$ cat config.mk
export PLATFORM = sky130hd
export DESIGN_NAME = mode_params_target
export DESIGN_NICKNAME = d
export VERILOG_FILES = /design/src/hdl/mode_params_pkg.sv /design/src/hdl/prefetch_calc.sv /design/src/hdl/mode_params_target.sv
export SDC_FILE = /design/constraint.sdc
export NUM_CORES = 2
export LEC_CHECK = 0
export BUFFER_PORTS_ARGS = -buffer_cell sky130_fd_sc_hd__buf_2
export CELL_PAD_IN_SITES_DETAIL_PLACEMENT = 0
export CELL_PAD_IN_SITES_GLOBAL_PLACEMENT = 1
export CORE_ASPECT_RATIO = 1.4
export CORE_MARGIN = 8
export CORE_UTILIZATION = 45
export CTS_BUF_LIST = sky130_fd_sc_hd__clkbuf_2 sky130_fd_sc_hd__clkbuf_4 sky130_fd_sc_hd__clkbuf_8
export DETAILED_ROUTE_END_ITERATION = 10
export MAX_ROUTING_LAYER = met4
export PLACE_DENSITY = 0.9
export SETUP_SLACK_MARGIN = 0.02
export SYNTH_ARGS = -nofsm -noshare
export SYNTH_HDL_FRONTEND = slang
export SYNTH_SLANG_ARGS = --single-unit
$ cat constraint.sdc
create_clock -name clk_sys -period 7.7 [get_ports clk_sys]
set_input_delay 1.155 -clock clk_sys [delete_from_list [all_inputs] [get_ports clk_sys]]
set_output_delay 1.155 -clock clk_sys [all_outputs]
set_load 0.01 [all_outputs]
$ cat src/hdl/mode_params_pkg.sv
// constants and types shared by the mode parameter block
`default_nettype none
package mode_params_pkg;
  // apb register byte offsets
  localparam logic [7:0] OFS_HEADER = 8'h00;
  localparam logic [7:0] OFS_PAGE_QUERY = 8'h04;
  localparam logic [7:0] OFS_CACHE_W0 = 8'h08;
  localparam logic [7:0] OFS_CACHE_W1 = 8'h0c;
  localparam logic [7:0] OFS_CACHE_W2 = 8'h10;
  localparam logic [7:0] OFS_NOTCH = 8'h14;
  localparam logic [7:0] OFS_SAVE = 8'h18;
  localparam logic [7:0] OFS_XFER_LEN = 8'h1c;
  // device specific parameter byte layout
  localparam int DSP_LOCKED_BIT = 7;
  localparam int DSP_HINT_BIT = 4;
  // page query register layout
  localparam int PQ_SENSE_BIT = 8;
  localparam int PQ_ACCEPT_BIT = 16;
  // caching page layout
  localparam logic [5:0] PAGE_CACHING = 6'h08;
  localparam logic [7:0] CACHING_PAGE_LEN = 8'h0a;
  localparam int SAVEABLE_BIT = 7;
  localparam int WBE_BIT = 2;
  localparam int SCALE_BIT = 1;
  localparam int BYPASS_BIT = 0;
  // other page codes
  localparam logic [5:0] PAGE_RW_RECOVERY = 6'h01;
  localparam logic [5:0] PAGE_DISCONNECT = 6'h02;
  localparam logic [5:0] PAGE_FORMAT = 6'h03;
  localparam logic [5:0] PAGE_GEOMETRY = 6'h04;
  localparam logic [5:0] PAGE_FLEXIBLE = 6'h05;
  localparam logic [5:0] PAGE_RESERVED_LONE = 6'h06;
  localparam logic [5:0] PAGE_VERIFY_RECOVERY = 6'h07;
  localparam logic [5:0] PAGE_PERIPHERAL = 6'h09;
  localparam logic [5:0] PAGE_CONTROL = 6'h0a;
  localparam logic [5:0] PAGE_NOTCH = 6'h0c;
  localparam logic [5:0] PAGE_RESV_LO = 6'h0d;
  localparam logic [5:0] PAGE_RESV_HI = 6'h1f;
  localparam logic [5:0] PAGE_VENDOR_PLAIN = 6'h00;
  localparam logic [5:0] PAGE_VENDOR_LO = 6'h20;
  localparam logic [5:0] PAGE_VENDOR_HI = 6'h3e;
  // code of the return-all-pages request
  localparam logic [5:0] PAGE_ALL = 6'h3f;
  // retention priority nibble codes
  localparam logic [3:0] RET_EQUAL = 4'h0;
  localparam logic [3:0] RET_SOONER = 4'h1;
  localparam logic [3:0] RET_KEEP = 4'hf;
  // reset values of the caching fields
  localparam logic [2:0] CACHE_BITS_RST = 3'h0;
  localparam logic [15:0] PREFETCH_FIELD_RST = 16'h0000;

  typedef enum logic [1:0] {
    PG_KNOWN = 2'h0,
    PG_RESERVED = 2'h1,
    PG_VENDOR = 2'h3,
    PG_ALL = 2'h2
  } page_class_t;

  typedef enum logic [1:0] {
    KEEP_EQUAL = 2'h0,
    KEEP_SHORT = 2'h1,
    KEEP_LONG = 2'h3
  } retain_t;

  // classify a six-bit mode page code
  function automatic page_class_t classifyPage(input logic [5:0] code);
    page_class_t cls;
    cls = PG_RESERVED;
    if (code == PAGE_ALL) begin
      cls = PG_ALL;
    end else if (code == PAGE_VENDOR_PLAIN || (code >= PAGE_VENDOR_LO && code <= PAGE_VENDOR_HI)) begin
      cls = PG_VENDOR;
    end else if (code == PAGE_RESERVED_LONE || (code >= PAGE_RESV_LO && code <= PAGE_RESV_HI)) begin
      cls = PG_RESERVED;
    end else if (code == PAGE_CACHING || code == PAGE_CONTROL || code == PAGE_DISCONNECT ||
                 code == PAGE_FLEXIBLE || code == PAGE_FORMAT || code == PAGE_NOTCH ||
                 code == PAGE_PERIPHERAL || code == PAGE_RW_RECOVERY || code == PAGE_GEOMETRY ||
                 code == PAGE_VERIFY_RECOVERY) begin
      cls = PG_KNOWN;
    end
    return cls;
  endfunction

  // decode a retention nibble; reserved codes fall back to no distinction
  function automatic retain_t decodeRetain(input logic [3:0] nib);
    retain_t r;
    r = KEEP_EQUAL;
    if (nib == RET_SOONER) begin
      r = KEEP_SHORT;
    end else if (nib == RET_KEEP) begin
      r = KEEP_LONG;
    end
    return r;
  endfunction
endpackage
`default_nettype wire

$ cat src/hdl/prefetch_calc.sv
// prefetch block counts from the caching page fields
`default_nettype none
module prefetch_calc #(
  parameter int FIELD_W = 16
) (
  // clock and reset
  input wire logic clk_sys,
  input wire logic reset_n,
  // caching page fields and transfer length
  input wire logic scaleSelect,
  input wire logic [FIELD_W-1:0] minField,
  input wire logic [FIELD_W-1:0] maxField,
  input wire logic [FIELD_W-1:0] ceilField,
  input wire logic [FIELD_W-1:0] xferLen,
  // resulting counts
  output logic [2*FIELD_W-1:0] minBlocks,
  output logic [2*FIELD_W-1:0] maxBlocks
);
  import mode_params_pkg::*;

  logic [2*FIELD_W-1:0] minScaled;
  logic [2*FIELD_W-1:0] maxScaled;
  logic [2*FIELD_W-1:0] ceilWide;

  // widen first so the product keeps every bit of both fields
  function automatic logic [2*FIELD_W-1:0] scaleField(
    input logic [FIELD_W-1:0] fld,
    input logic [FIELD_W-1:0] len,
    input logic sel
  );
    logic [2*FIELD_W-1:0] wideFld;
    logic [2*FIELD_W-1:0] wideLen;
    wideFld = {{FIELD_W{1'b0}}, fld};
    wideLen = {{FIELD_W{1'b0}}, len};
    return sel ? wideFld * wideLen : wideFld;
  endfunction

  // plain counts or scaled by the transfer length
  always_comb begin
    minScaled = scaleField(minField, xferLen, scaleSelect); // see (RL17) (RL18)
    maxScaled = scaleField(maxField, xferLen, scaleSelect); // see (RL17) (RL18)
    ceilWide = {{FIELD_W{1'b0}}, ceilField};
  end

  // registered so the counts stay steady between commands; ceiling trims the maximum
  always_ff @(posedge clk_sys) begin
    if (!reset_n) begin
      minBlocks <= '0;
      maxBlocks <= '0;
    end else begin
      minBlocks <= minScaled;
      maxBlocks <= (maxScaled > ceilWide) ? ceilWide : maxScaled;
    end
  end
endmodule
`default_nettype wire

$ cat src/hdl/mode_params_target.sv
// mode parameter target: header byte, page codes, notch scope and caching page
//
// How it works
// (RL1) device specific byte: locked flag bit 7, cache hint support bit 4, rest reserved.
// (RL2) locked flag position in a select header is ignored.
// (RL3) sense reports locked flag one when medium write protected, else zero.
// (RL4) cache hint position in a select header is ignored.
// (RL5) sense reports cache hint one exactly when the target honours those bits.
// (RL6) density code in the block descriptor is reserved: reads zero, writes ignored.
// (RL7) page codes decoded into known, reserved, vendor and all-pages classes.
// (RL8) all-pages request accepted for sense only, refused for select.
// (RL9) without notch page or with active notch zero, pages apply to whole unit.
// (RL10) with notch page and active notch nonzero, pages apply to that notch only.
// (RL11) caching page byte 0: saveable flag bit 7, code 08h; byte 1 length.
// (RL12) caching page bytes 2 to 11 hold control bits, priorities, four prefetch words.
// (RL13) saveable flag only reported in sense; ignored on select.
// (RL14) reported saveable means a select with save flag stores the page.
// (RL15) write-back off: good status only after medium write completes.
// (RL16) write-back on: good status allowed once all data received.
// (RL17) scale off: prefetch fields are plain block counts.
// (RL18) scale on: prefetch fields multiplied by current transfer length.
// (RL19) bypass off: read data may come from cache or medium.
// (RL20) bypass on: every read byte comes from the medium.
// (RL21) demand-read nibble advises retention of delivered read data.
// (RL22) nibble 0h equal, 1h sooner, Fh keep; 2h to Eh reserved.
// (RL23) write nibble advises retention of committed write data.
// (RL24) reserved bits read zero and are ignored when written.
`default_nettype none
module mode_params_target #(
  parameter bit HINT_SUPPORTED = 1'b1,
  parameter bit NOTCH_SUPPORTED = 1'b1,
  parameter bit PAGE_SAVEABLE = 1'b1,
  parameter int FIELD_W = 16
) (
  // clock and reset
  input wire logic clk_sys,
  input wire logic reset_n,
  // apb slave
  input wire logic psel,
  input wire logic penable,
  input wire logic pwrite,
  input wire logic [7:0] paddr,
  input wire logic [31:0] pwdata,
  output logic [31:0] prdata,
  output logic pready,
  output logic pslverr,
  // medium write protect pin
  input wire logic writeProtectPin,
  // command engine events on this clock
  input wire logic writeDataDone,
  input wire logic writeMediumDone,
  input wire logic readCacheHit,
  // command engine controls
  output logic writeGoodStatus,
  output logic readFromCache,
  output logic savePageReq,
  output logic scopeIsNotch,
  output logic [7:0] scopeNotch,
  output logic [1:0] readRetain,
  output logic [1:0] writeRetain,
  output logic [2*FIELD_W-1:0] minPrefetch,
  output logic [2*FIELD_W-1:0] maxPrefetch
);
  import mode_params_pkg::*;

  logic wpMeta_ff;
  logic wpSync_ff;
  logic writeBackEnable_ff;
  logic scaleSelect_ff;
  logic readCacheBypass_ff;
  logic [3:0] readPrio_ff;
  logic [3:0] writePrio_ff;
  logic [FIELD_W-1:0] disableLen_ff;
  logic [FIELD_W-1:0] minField_ff;
  logic [FIELD_W-1:0] maxField_ff;
  logic [FIELD_W-1:0] ceilField_ff;
  logic [FIELD_W-1:0] xferLen_ff;
  logic [7:0] activeNotch_ff;
  logic [5:0] queryCode_ff;
  logic querySense_ff;
  logic [31:0] prdata_ff;
  logic pready_ff;
  logic pslverr_ff;
  logic writeGood_ff;
  logic readCache_ff;
  logic saveReq_ff;
  logic scopeNotch_ff;
  logic [7:0] scopeId_ff;
  logic [1:0] readRetain_ff;
  logic [1:0] writeRetain_ff;
  logic accessDone;
  logic wrEn;
  logic mapped;
  logic selectAll;
  logic [7:0] devSpecific;
  logic [31:0] nxt_prdata;
  page_class_t queryClass;

  // write protect comes from a pin: two flops before use
  always_ff @(posedge clk_sys) begin
    if (!reset_n) begin
      wpMeta_ff <= 1'b0;
      wpSync_ff <= 1'b0;
    end else begin
      wpMeta_ff <= writeProtectPin;
      wpSync_ff <= wpMeta_ff;
    end
  end

  // apb completion edge and decode
  assign accessDone = psel && penable && pready_ff;
  assign wrEn = accessDone && pwrite && mapped;
  assign queryClass = classifyPage(queryCode_ff); // see (RL7)
  // a select naming all pages is refused; sense may use it
  assign selectAll = pwrite && (paddr == OFS_PAGE_QUERY) && !pwdata[PQ_SENSE_BIT] &&
                     (classifyPage(pwdata[5:0]) == PG_ALL); // see (RL8)

  always_comb begin
    mapped = 1'b1;
    unique case (paddr)
      OFS_HEADER, OFS_PAGE_QUERY, OFS_CACHE_W0, OFS_CACHE_W1,
      OFS_CACHE_W2, OFS_NOTCH, OFS_SAVE, OFS_XFER_LEN: mapped = 1'b1;
      default: mapped = 1'b0;
    endcase
  end

  // sense view of the device specific byte, reserved bits zero
  always_comb begin
    devSpecific = 8'h00; // see (RL24)
    devSpecific[DSP_LOCKED_BIT] = wpSync_ff; // see (RL1) (RL3)
    devSpecific[DSP_HINT_BIT] = HINT_SUPPORTED; // see (RL1) (RL5)
  end

  // read mux; density code byte stays zero
  always_comb begin
    nxt_prdata = 32'h0000_0000;
    unique case (paddr)
      OFS_HEADER: nxt_prdata = {24'h00_0000, devSpecific}; // see (RL6)
      OFS_PAGE_QUERY: begin
        nxt_prdata[5:0] = queryCode_ff;
        nxt_prdata[PQ_SENSE_BIT] = querySense_ff;
        nxt_prdata[PQ_ACCEPT_BIT+1 -: 2] = queryClass;
      end
      OFS_CACHE_W0: nxt_prdata = {PAGE_SAVEABLE, 1'b0, PAGE_CACHING, CACHING_PAGE_LEN, // see (RL11) (RL13)
                                  5'h00, writeBackEnable_ff, scaleSelect_ff, readCacheBypass_ff, // see (RL12)
                                  readPrio_ff, writePrio_ff};
      OFS_CACHE_W1: nxt_prdata = {disableLen_ff, minField_ff}; // see (RL12)
      OFS_CACHE_W2: nxt_prdata = {maxField_ff, ceilField_ff}; // see (RL12)
      OFS_NOTCH: nxt_prdata = {15'h0000, scopeNotch_ff, scopeId_ff, activeNotch_ff};
      OFS_XFER_LEN: nxt_prdata = {16'h0000, xferLen_ff};
      default: nxt_prdata = 32'h0000_0000;
    endcase
  end

  // one wait state: pready rises in the second access cycle, falls after completion
  always_ff @(posedge clk_sys) begin
    if (!reset_n) begin
      pready_ff <= 1'b0;
      pslverr_ff <= 1'b0;
      prdata_ff <= 32'h0000_0000;
    end else if (accessDone) begin
      pready_ff <= 1'b0;
      pslverr_ff <= 1'b0;
    end else if (psel && penable) begin
      pready_ff <= 1'b1;
      pslverr_ff <= !mapped || selectAll; // see (RL8)
      prdata_ff <= pwrite ? 32'h0000_0000 : nxt_prdata;
    end
  end

  // header writes change nothing: locked and hint positions carry no meaning on select
  // caching control bits; saveable flag, code and length in the word are ignored
  always_ff @(posedge clk_sys) begin
    if (!reset_n) begin
      {writeBackEnable_ff, scaleSelect_ff, readCacheBypass_ff} <= CACHE_BITS_RST;
      readPrio_ff <= RET_EQUAL;
      writePrio_ff <= RET_EQUAL;
    end else if (wrEn && paddr == OFS_CACHE_W0) begin
      writeBackEnable_ff <= pwdata[8+WBE_BIT]; // see (RL12) (RL13) (RL2) (RL4)
      scaleSelect_ff <= pwdata[8+SCALE_BIT];
      readCacheBypass_ff <= pwdata[8+BYPASS_BIT];
      readPrio_ff <= pwdata[7:4];
      writePrio_ff <= pwdata[3:0];
    end
  end

  // prefetch words, most significant byte first
  always_ff @(posedge clk_sys) begin
    if (!reset_n) begin
      disableLen_ff <= PREFETCH_FIELD_RST;
      minField_ff <= PREFETCH_FIELD_RST;
      maxField_ff <= PREFETCH_FIELD_RST;
      ceilField_ff <= PREFETCH_FIELD_RST;
    end else if (wrEn && paddr == OFS_CACHE_W1) begin
      disableLen_ff <= pwdata[31:16]; // see (RL12)
      minField_ff <= pwdata[15:0];
    end else if (wrEn && paddr == OFS_CACHE_W2) begin
      maxField_ff <= pwdata[31:16]; // see (RL12)
      ceilField_ff <= pwdata[15:0];
    end
  end

  // current command transfer length feeds the scaled prefetch
  always_ff @(posedge clk_sys) begin
    if (!reset_n) begin
      xferLen_ff <= PREFETCH_FIELD_RST;
    end else if (wrEn && paddr == OFS_XFER_LEN) begin
      xferLen_ff <= pwdata[15:0];
    end
  end

  // page query: a refused all-pages select is not latched
  always_ff @(posedge clk_sys) begin
    if (!reset_n) begin
      queryCode_ff <= PAGE_VENDOR_PLAIN;
      querySense_ff <= 1'b0;
    end else if (wrEn && paddr == OFS_PAGE_QUERY && !selectAll) begin
      queryCode_ff <= pwdata[5:0]; // see (RL7)
      querySense_ff <= pwdata[PQ_SENSE_BIT];
    end
  end

  // notch scope follows the active notch when the notch page exists
  always_ff @(posedge clk_sys) begin
    if (!reset_n) begin
      activeNotch_ff <= 8'h00;
      scopeNotch_ff <= 1'b0;
      scopeId_ff <= 8'h00;
    end else begin
      if (wrEn && paddr == OFS_NOTCH) begin
        activeNotch_ff <= pwdata[7:0];
      end
      scopeNotch_ff <= NOTCH_SUPPORTED && (activeNotch_ff != 8'h00); // see (RL9) (RL10)
      scopeId_ff <= NOTCH_SUPPORTED ? activeNotch_ff : 8'h00; // see (RL10)
    end
  end

  // save request only when the page is saveable and the save flag is set
  always_ff @(posedge clk_sys) begin
    if (!reset_n) begin
      saveReq_ff <= 1'b0;
    end else begin
      saveReq_ff <= wrEn && (paddr == OFS_SAVE) && pwdata[0] && PAGE_SAVEABLE; // see (RL14)
    end
  end

  // write status gate: without write-back the medium must finish first
  always_ff @(posedge clk_sys) begin
    if (!reset_n) begin
      writeGood_ff <= 1'b0;
    end else begin
      writeGood_ff <= writeBackEnable_ff ? writeDataDone : writeMediumDone; // see (RL15) (RL16)
    end
  end

  // cache hit may serve a read only while bypass is off
  always_ff @(posedge clk_sys) begin
    if (!reset_n) begin
      readCache_ff <= 1'b0;
    end else begin
      readCache_ff <= readCacheHit && !readCacheBypass_ff; // see (RL19) (RL20)
    end
  end

  // retention advice for the cache replacement logic
  always_ff @(posedge clk_sys) begin
    if (!reset_n) begin
      readRetain_ff <= KEEP_EQUAL;
      writeRetain_ff <= KEEP_EQUAL;
    end else begin
      readRetain_ff <= decodeRetain(readPrio_ff); // see (RL21) (RL22)
      writeRetain_ff <= decodeRetain(writePrio_ff); // see (RL23) (RL22)
    end
  end

  prefetch_calc #(
    .FIELD_W(FIELD_W)
  ) u_prefetch (
    .clk_sys(clk_sys),
    .reset_n(reset_n),
    .scaleSelect(scaleSelect_ff),
    .minField(minField_ff),
    .maxField(maxField_ff),
    .ceilField(ceilField_ff),
    .xferLen(xferLen_ff),
    .minBlocks(minPrefetch),
    .maxBlocks(maxPrefetch)
  );

  // outputs straight from flops
  assign prdata = prdata_ff;
  assign pready = pready_ff;
  assign pslverr = pslverr_ff;
  assign writeGoodStatus = writeGood_ff;
  assign readFromCache = readCache_ff;
  assign savePageReq = saveReq_ff;
  assign scopeIsNotch = scopeNotch_ff;
  assign scopeNotch = scopeId_ff;
  assign readRetain = readRetain_ff;
  assign writeRetain = writeRetain_ff;

  // checks
  lock_report_a: assert property (@(posedge clk_sys) disable iff (!reset_n) // see (RL3)
    accessDone && !pwrite && paddr == OFS_HEADER |-> prdata_ff[DSP_LOCKED_BIT] == $past(wpSync_ff))
    else $error("locked flag does not match protect state");
  hint_report_a: assert property (@(posedge clk_sys) disable iff (!reset_n) // see (RL5)
    accessDone && !pwrite && paddr == OFS_HEADER |-> prdata_ff[DSP_HINT_BIT] == HINT_SUPPORTED &&
    prdata_ff[6:5] == 2'h0 && prdata_ff[3:0] == 4'h0)
    else $error("hint flag or reserved header bits wrong");
  all_refused_a: assert property (@(posedge clk_sys) disable iff (!reset_n) // see (RL8)
    psel && penable && !pready_ff && selectAll |=> pslverr_ff && pready_ff)
    else $error("all-pages select not refused");
  notch_scope_a: assert property (@(posedge clk_sys) disable iff (!reset_n) // see (RL10)
    ##1 scopeNotch_ff == (NOTCH_SUPPORTED && $past(activeNotch_ff) != 8'h00))
    else $error("notch scope wrong");
  cache_word_a: assert property (@(posedge clk_sys) disable iff (!reset_n) // see (RL11)
    accessDone && !pwrite && paddr == OFS_CACHE_W0 |->
    prdata_ff[29:24] == PAGE_CACHING && prdata_ff[23:16] == CACHING_PAGE_LEN && prdata_ff[31] == PAGE_SAVEABLE)
    else $error("caching page header wrong");
  save_gate_a: assert property (@(posedge clk_sys) disable iff (!reset_n) // see (RL14)
    wrEn && paddr == OFS_SAVE && pwdata[0] |=> saveReq_ff == PAGE_SAVEABLE ##1 !saveReq_ff)
    else $error("save request wrong");
  write_good_a: assert property (@(posedge clk_sys) disable iff (!reset_n) // see (RL15)
    !writeBackEnable_ff && !writeMediumDone |=> !writeGood_ff)
    else $error("good status before medium write");
  early_good_a: assert property (@(posedge clk_sys) disable iff (!reset_n) // see (RL16)
    writeBackEnable_ff && writeDataDone |=> writeGood_ff)
    else $error("write-back good status missing");
  bypass_read_a: assert property (@(posedge clk_sys) disable iff (!reset_n) // see (RL20)
    readCacheBypass_ff |=> !readCache_ff)
    else $error("cache used under bypass");
  scale_count_a: assert property (@(posedge clk_sys) disable iff (!reset_n) // see (RL18)
    scaleSelect_ff |=>
    minPrefetch == {{FIELD_W{1'b0}}, $past(minField_ff)} * {{FIELD_W{1'b0}}, $past(xferLen_ff)})
    else $error("scaled minimum prefetch wrong");
  query_kept_a: assert property (@(posedge clk_sys) disable iff (!reset_n) // see (RL8)
    accessDone && selectAll |=> $stable(queryCode_ff) && $stable(querySense_ff))
    else $error("refused all-pages select changed the query");
  unit_scope_a: assert property (@(posedge clk_sys) disable iff (!reset_n) // see (RL9)
    activeNotch_ff == 8'h00 |=> !scopeNotch_ff && scopeId_ff == 8'h00)
    else $error("zero notch not whole unit");
  retain_keep_a: assert property (@(posedge clk_sys) disable iff (!reset_n) // see (RL22)
    readPrio_ff == RET_KEEP |=> readRetain_ff == KEEP_LONG)
    else $error("keep priority not decoded");
endmodule
`default_nettype wire

==> flow_summary.toml <==
[synth]
synth-edff-count = 0
synth_top_flop_cell = "dfxtp_1"
synth_top_cell_area_share = 0.292
syn_area_per_cell_um2 = 8.61
syn_inst = 3087
synth_seq_area_share = 0.167
synth_area_leaders = "fa_1, dfxtp_1, ha_1"
synth_area_leader_cell = "fa_1"
synth.distinct_cells = 82
mappedNetlistArea_um2 = 26600
async_flop_share = 0
ys_ff_latch = 222
yosysWarningCount = 0

[detailed_routing]
wl_per_cell_um = 19.6
drtIter0Drc = 1563
drt-pass1-iter-count = 8
drc = 0
ant_nets = 0
vias = 21600
routed_wl_um = 78500
vias_per_cell = 5.41

[timing]
fin_crit_sh = 0.948
tightest_slew_ns = 1.15
tns_ns = 0
min_period_ns = 7.30
max_freq_ghz = 0.137
rsz0062_at_grt = "false"
setup_violations = 0
max_slew_margin = 0.231
hold_viol = 0
worst_clock_skew_ns = 0.0385
drv_slew = 0

[setup_path]
cp_max_fo = 16
required_ns = 8.13
r2r-start = "xferLen_ff[11]"
worstPathCellList = "buf_4 > nand2_1 > fa_1 > inv_1 > fa_1 > fa_1 > fa_1 > fa_1 > inv_1 > fa_1 > inv_1 > ha_1 > buf_4 > a21o_1 > a221oi_2 > o21ai_1 > a211o_1 > o21ai_1 > mux2_1 > a2111oi_4 > a21boi_2 > buf_12 > mux2i_1"
cpMostUsedCell = "fa_1"
cp.depth = 23
slowest_delay_ns = 0.66
end_kind = "flip-flop"
path_delay_family = "adder cells"
crit_type = "flip-flop to flip-flop"
arrival_ns = 7.73
setup.worst_path.start_class = "flip-flop"
slowest_stage = "dfxtp_1"
r2r-end = "u_prefetch.maxBlocks[12]"
r2r_slack_ns = 0.40
path_buf_inv = 6
reg2reg_depth = 23

[final_layout]
synthToLayoutAreaGrowth_pct = 10.6
drive_above_1_share = 0.120
fillers = 5499
final_common_cell = "nand2_1"
nets = 3879
layout_common_cells = "nand2_1, inv_1, fa_1, and2_1, ha_1"

[cts]
cts_buffers = 36
clock_path_buffers = 3
root_buffer = "clkbuf_8"
clk_pin_slew_worst_paths_ns = 0.07
cts_tree = "done"
cts_max_level = 2
clkSinkCount = 222
clk-insertion-delay-late_ns = 0.58

[die]
dieWidth_um = 221
dieArea_um2 = 67200
initial_core_util = 0.454
num_rows = 105
fp.coreArea_um2 = 58500
pin_count = 163
die_y_um = 303

[place]
io_buffers = 162
place_congestion = 0.979
place.detailed.hpwl_um = 62600

[global_routing]
grt-ovfl-total = 0
grt_antenna_before_repair = 4
grt_max_degree = 190
grtUsageTotal = 0.240
grt_pass1_vias = 22800
grt_first_pass_wirelength_um = 125000

[min_path]
min_path_cells = 1
min_from = "wpMeta_ff"
min_to = "wpSync_ff"
min_path_type = "flip-flop to flip-flop"

[power_and_ir_drop]
ir_drop_mv = 0.191
power-per-cell-area_nw_per_um2 = 84.2
power_leakage_nw = 14.0
power_mw = 2.48

[run]
timing.max_cap.violations = 0

[run_status]
status = "finished clean"
## power breakdown
group | switching [mW] | internal [mW] | total, mW | leakage (nW)
combinational | 0.0547 | 0.0282 | 0.0829 | 11.7
clock | 0.529 | 0.707 | 1.24 | 0.451
sequential | 0.00184 | 1.15 | 1.16 | 1.80
total | 0.586 | 1.89 | 2.48 | 14.0
## metal layers
layer / vias up / wire [µm] / track usage
met5: - / 0 / -
met4: 0 / 4550 / 0.125
met3: 231 / 4540 / 0.0274
met2: 841 / 38700 / 0.419
met1: 10600 / 30700 / 0.272
li1: 9920 / - / -
## cells by family after synthesis
| group | count (synthesis) | synth area share |
|---|---|---|
| buffers and inverters | 670 | 0.0960 |
| and+or+nand+nor | 1074 | 0.192 |
| muxes | 85 | 0.0328 |
| other | 1 | 0.000141 |
| adders and majority gates | 612 | 0.398 |
| xor gates and xnor gates | 31 | 0.0102 |
| DFF | 222 | 0.167 |
| AOI/OAI and AO/OA | 392 | 0.104 |
## timing repair
item                                   CTS  global route
hold buffers                             0             0
setup endpoints to repair                0            16
setup buffers                            0             0
gates resized for setup                  0            16
endpoints found under the hold margin    0             0
## area by class of cell
type / instances / area, µm² / share of cell area
Timing Repair Buffer: 267 / 1640 / 0.0559
Clock buffer: 52 / 672 / 0.0229
Antenna cell: 5 / 12.5 / 0.000426
Tap cell: 749 / 937 / 0.0319
Inverter: 481 / 1810 / 0.0614
Clock inverter: 13 / 198 / 0.00673
Multi-Input combinational cell: 2210 / 19700 / 0.669
Sequential cell: 222 / 4460 / 0.152
## cells in the mapped netlist (6+ instances only)
library cell / n
a211oi_1: 9
a21boi_0: 88
a21o_1: 23
a21oi_1: 64
a221o_1: 9
a222oi_1: 7
a22oi_1: 29
a31oi_1: 6
and2_1: 243
and3_1: 8
buf_2: 7
clkbuf_1: 175
dfxtp_1: 222
fa_1: 388
ha_1: 224
inv_1: 480
mux2_2: 15
mux2i_1: 69
nand2_1: 574
nand2b_1: 16
nand3_1: 28
nand4_1: 11
nor2_1: 64
nor2b_1: 63
nor3_1: 26
nor4_1: 8
o2111ai_1: 6
o211ai_1: 10
o21a_1: 16
o21ai_0: 61
o21ai_1: 7
o21bai_1: 10
or3_1: 13
xnor2_1: 19
xor2_1: 12
## sequential cells by signal, indices dropped and copies added, names as in the netlist, 4 cells and up
name	cells
prdata	32
u_prefetch.maxBlocks	32
u_prefetch.minBlocks	32
ceilField_ff	16
disableLen_ff	16
maxField_ff	16
minField_ff	16
xferLen_ff	16
activeNotch_ff	8
scopeNotch	8
queryCode_ff	6
readPrio_ff	4
writePrio_ff	4
## per-stage QoR
step	cells	hold WS, ns	worst slack, ns	instance area, µm²	util
6_report	3999	0.433	0.397	29400	0.503
3_5_place_dp	3929	0.426	0.0816	28500	0.487
4_1_cts	3994	0.437	0.0530	29300	0.502
3_3_place_gp	3929	0.421	0.305	28500	0.487
5_1_grt	3997	0.473	0.0509	29400	0.503
2_1_floorplan	3102	0.407	0.120	26600	-
## worst max-delay path by stage
stage / start / endpoint / slack (ns)
after floorplan: maxField_ff[10] / u_prefetch.maxBlocks[10] / 0.12
after global placement: maxField_ff[6] / u_prefetch.maxBlocks[0] / 0.30
after detailed placement: maxField_ff[6] / u_prefetch.maxBlocks[3] / 0.08
after CTS: maxField_ff[6] / u_prefetch.maxBlocks[12] / 0.05
after global routing: xferLen_ff[4] / u_prefetch.maxBlocks[0] / 0.05
final: xferLen_ff[11] / u_prefetch.maxBlocks[12] / 0.40
## worst register-to-register path, cell delays in order, from the launching register on
cell       delay [ns]
dfxtp_1          0.66
buf_4            0.30
nand2_1          0.10
fa_1             0.52
inv_1            0.06
fa_1             0.55
fa_1             0.43
fa_1             0.45
fa_1             0.49
inv_1            0.05
fa_1             0.48
inv_1            0.06
ha_1             0.30
buf_4            0.18
a21o_1           0.22
a221oi_2         0.34
o21ai_1          0.20
a211o_1          0.33
o21ai_1          0.18
mux2_1           0.39
a2111oi_4        0.43
a21boi_2         0.13
buf_12           0.18
mux2i_1          0.13
Note: power is estimated with default switching activity, not from simulation.
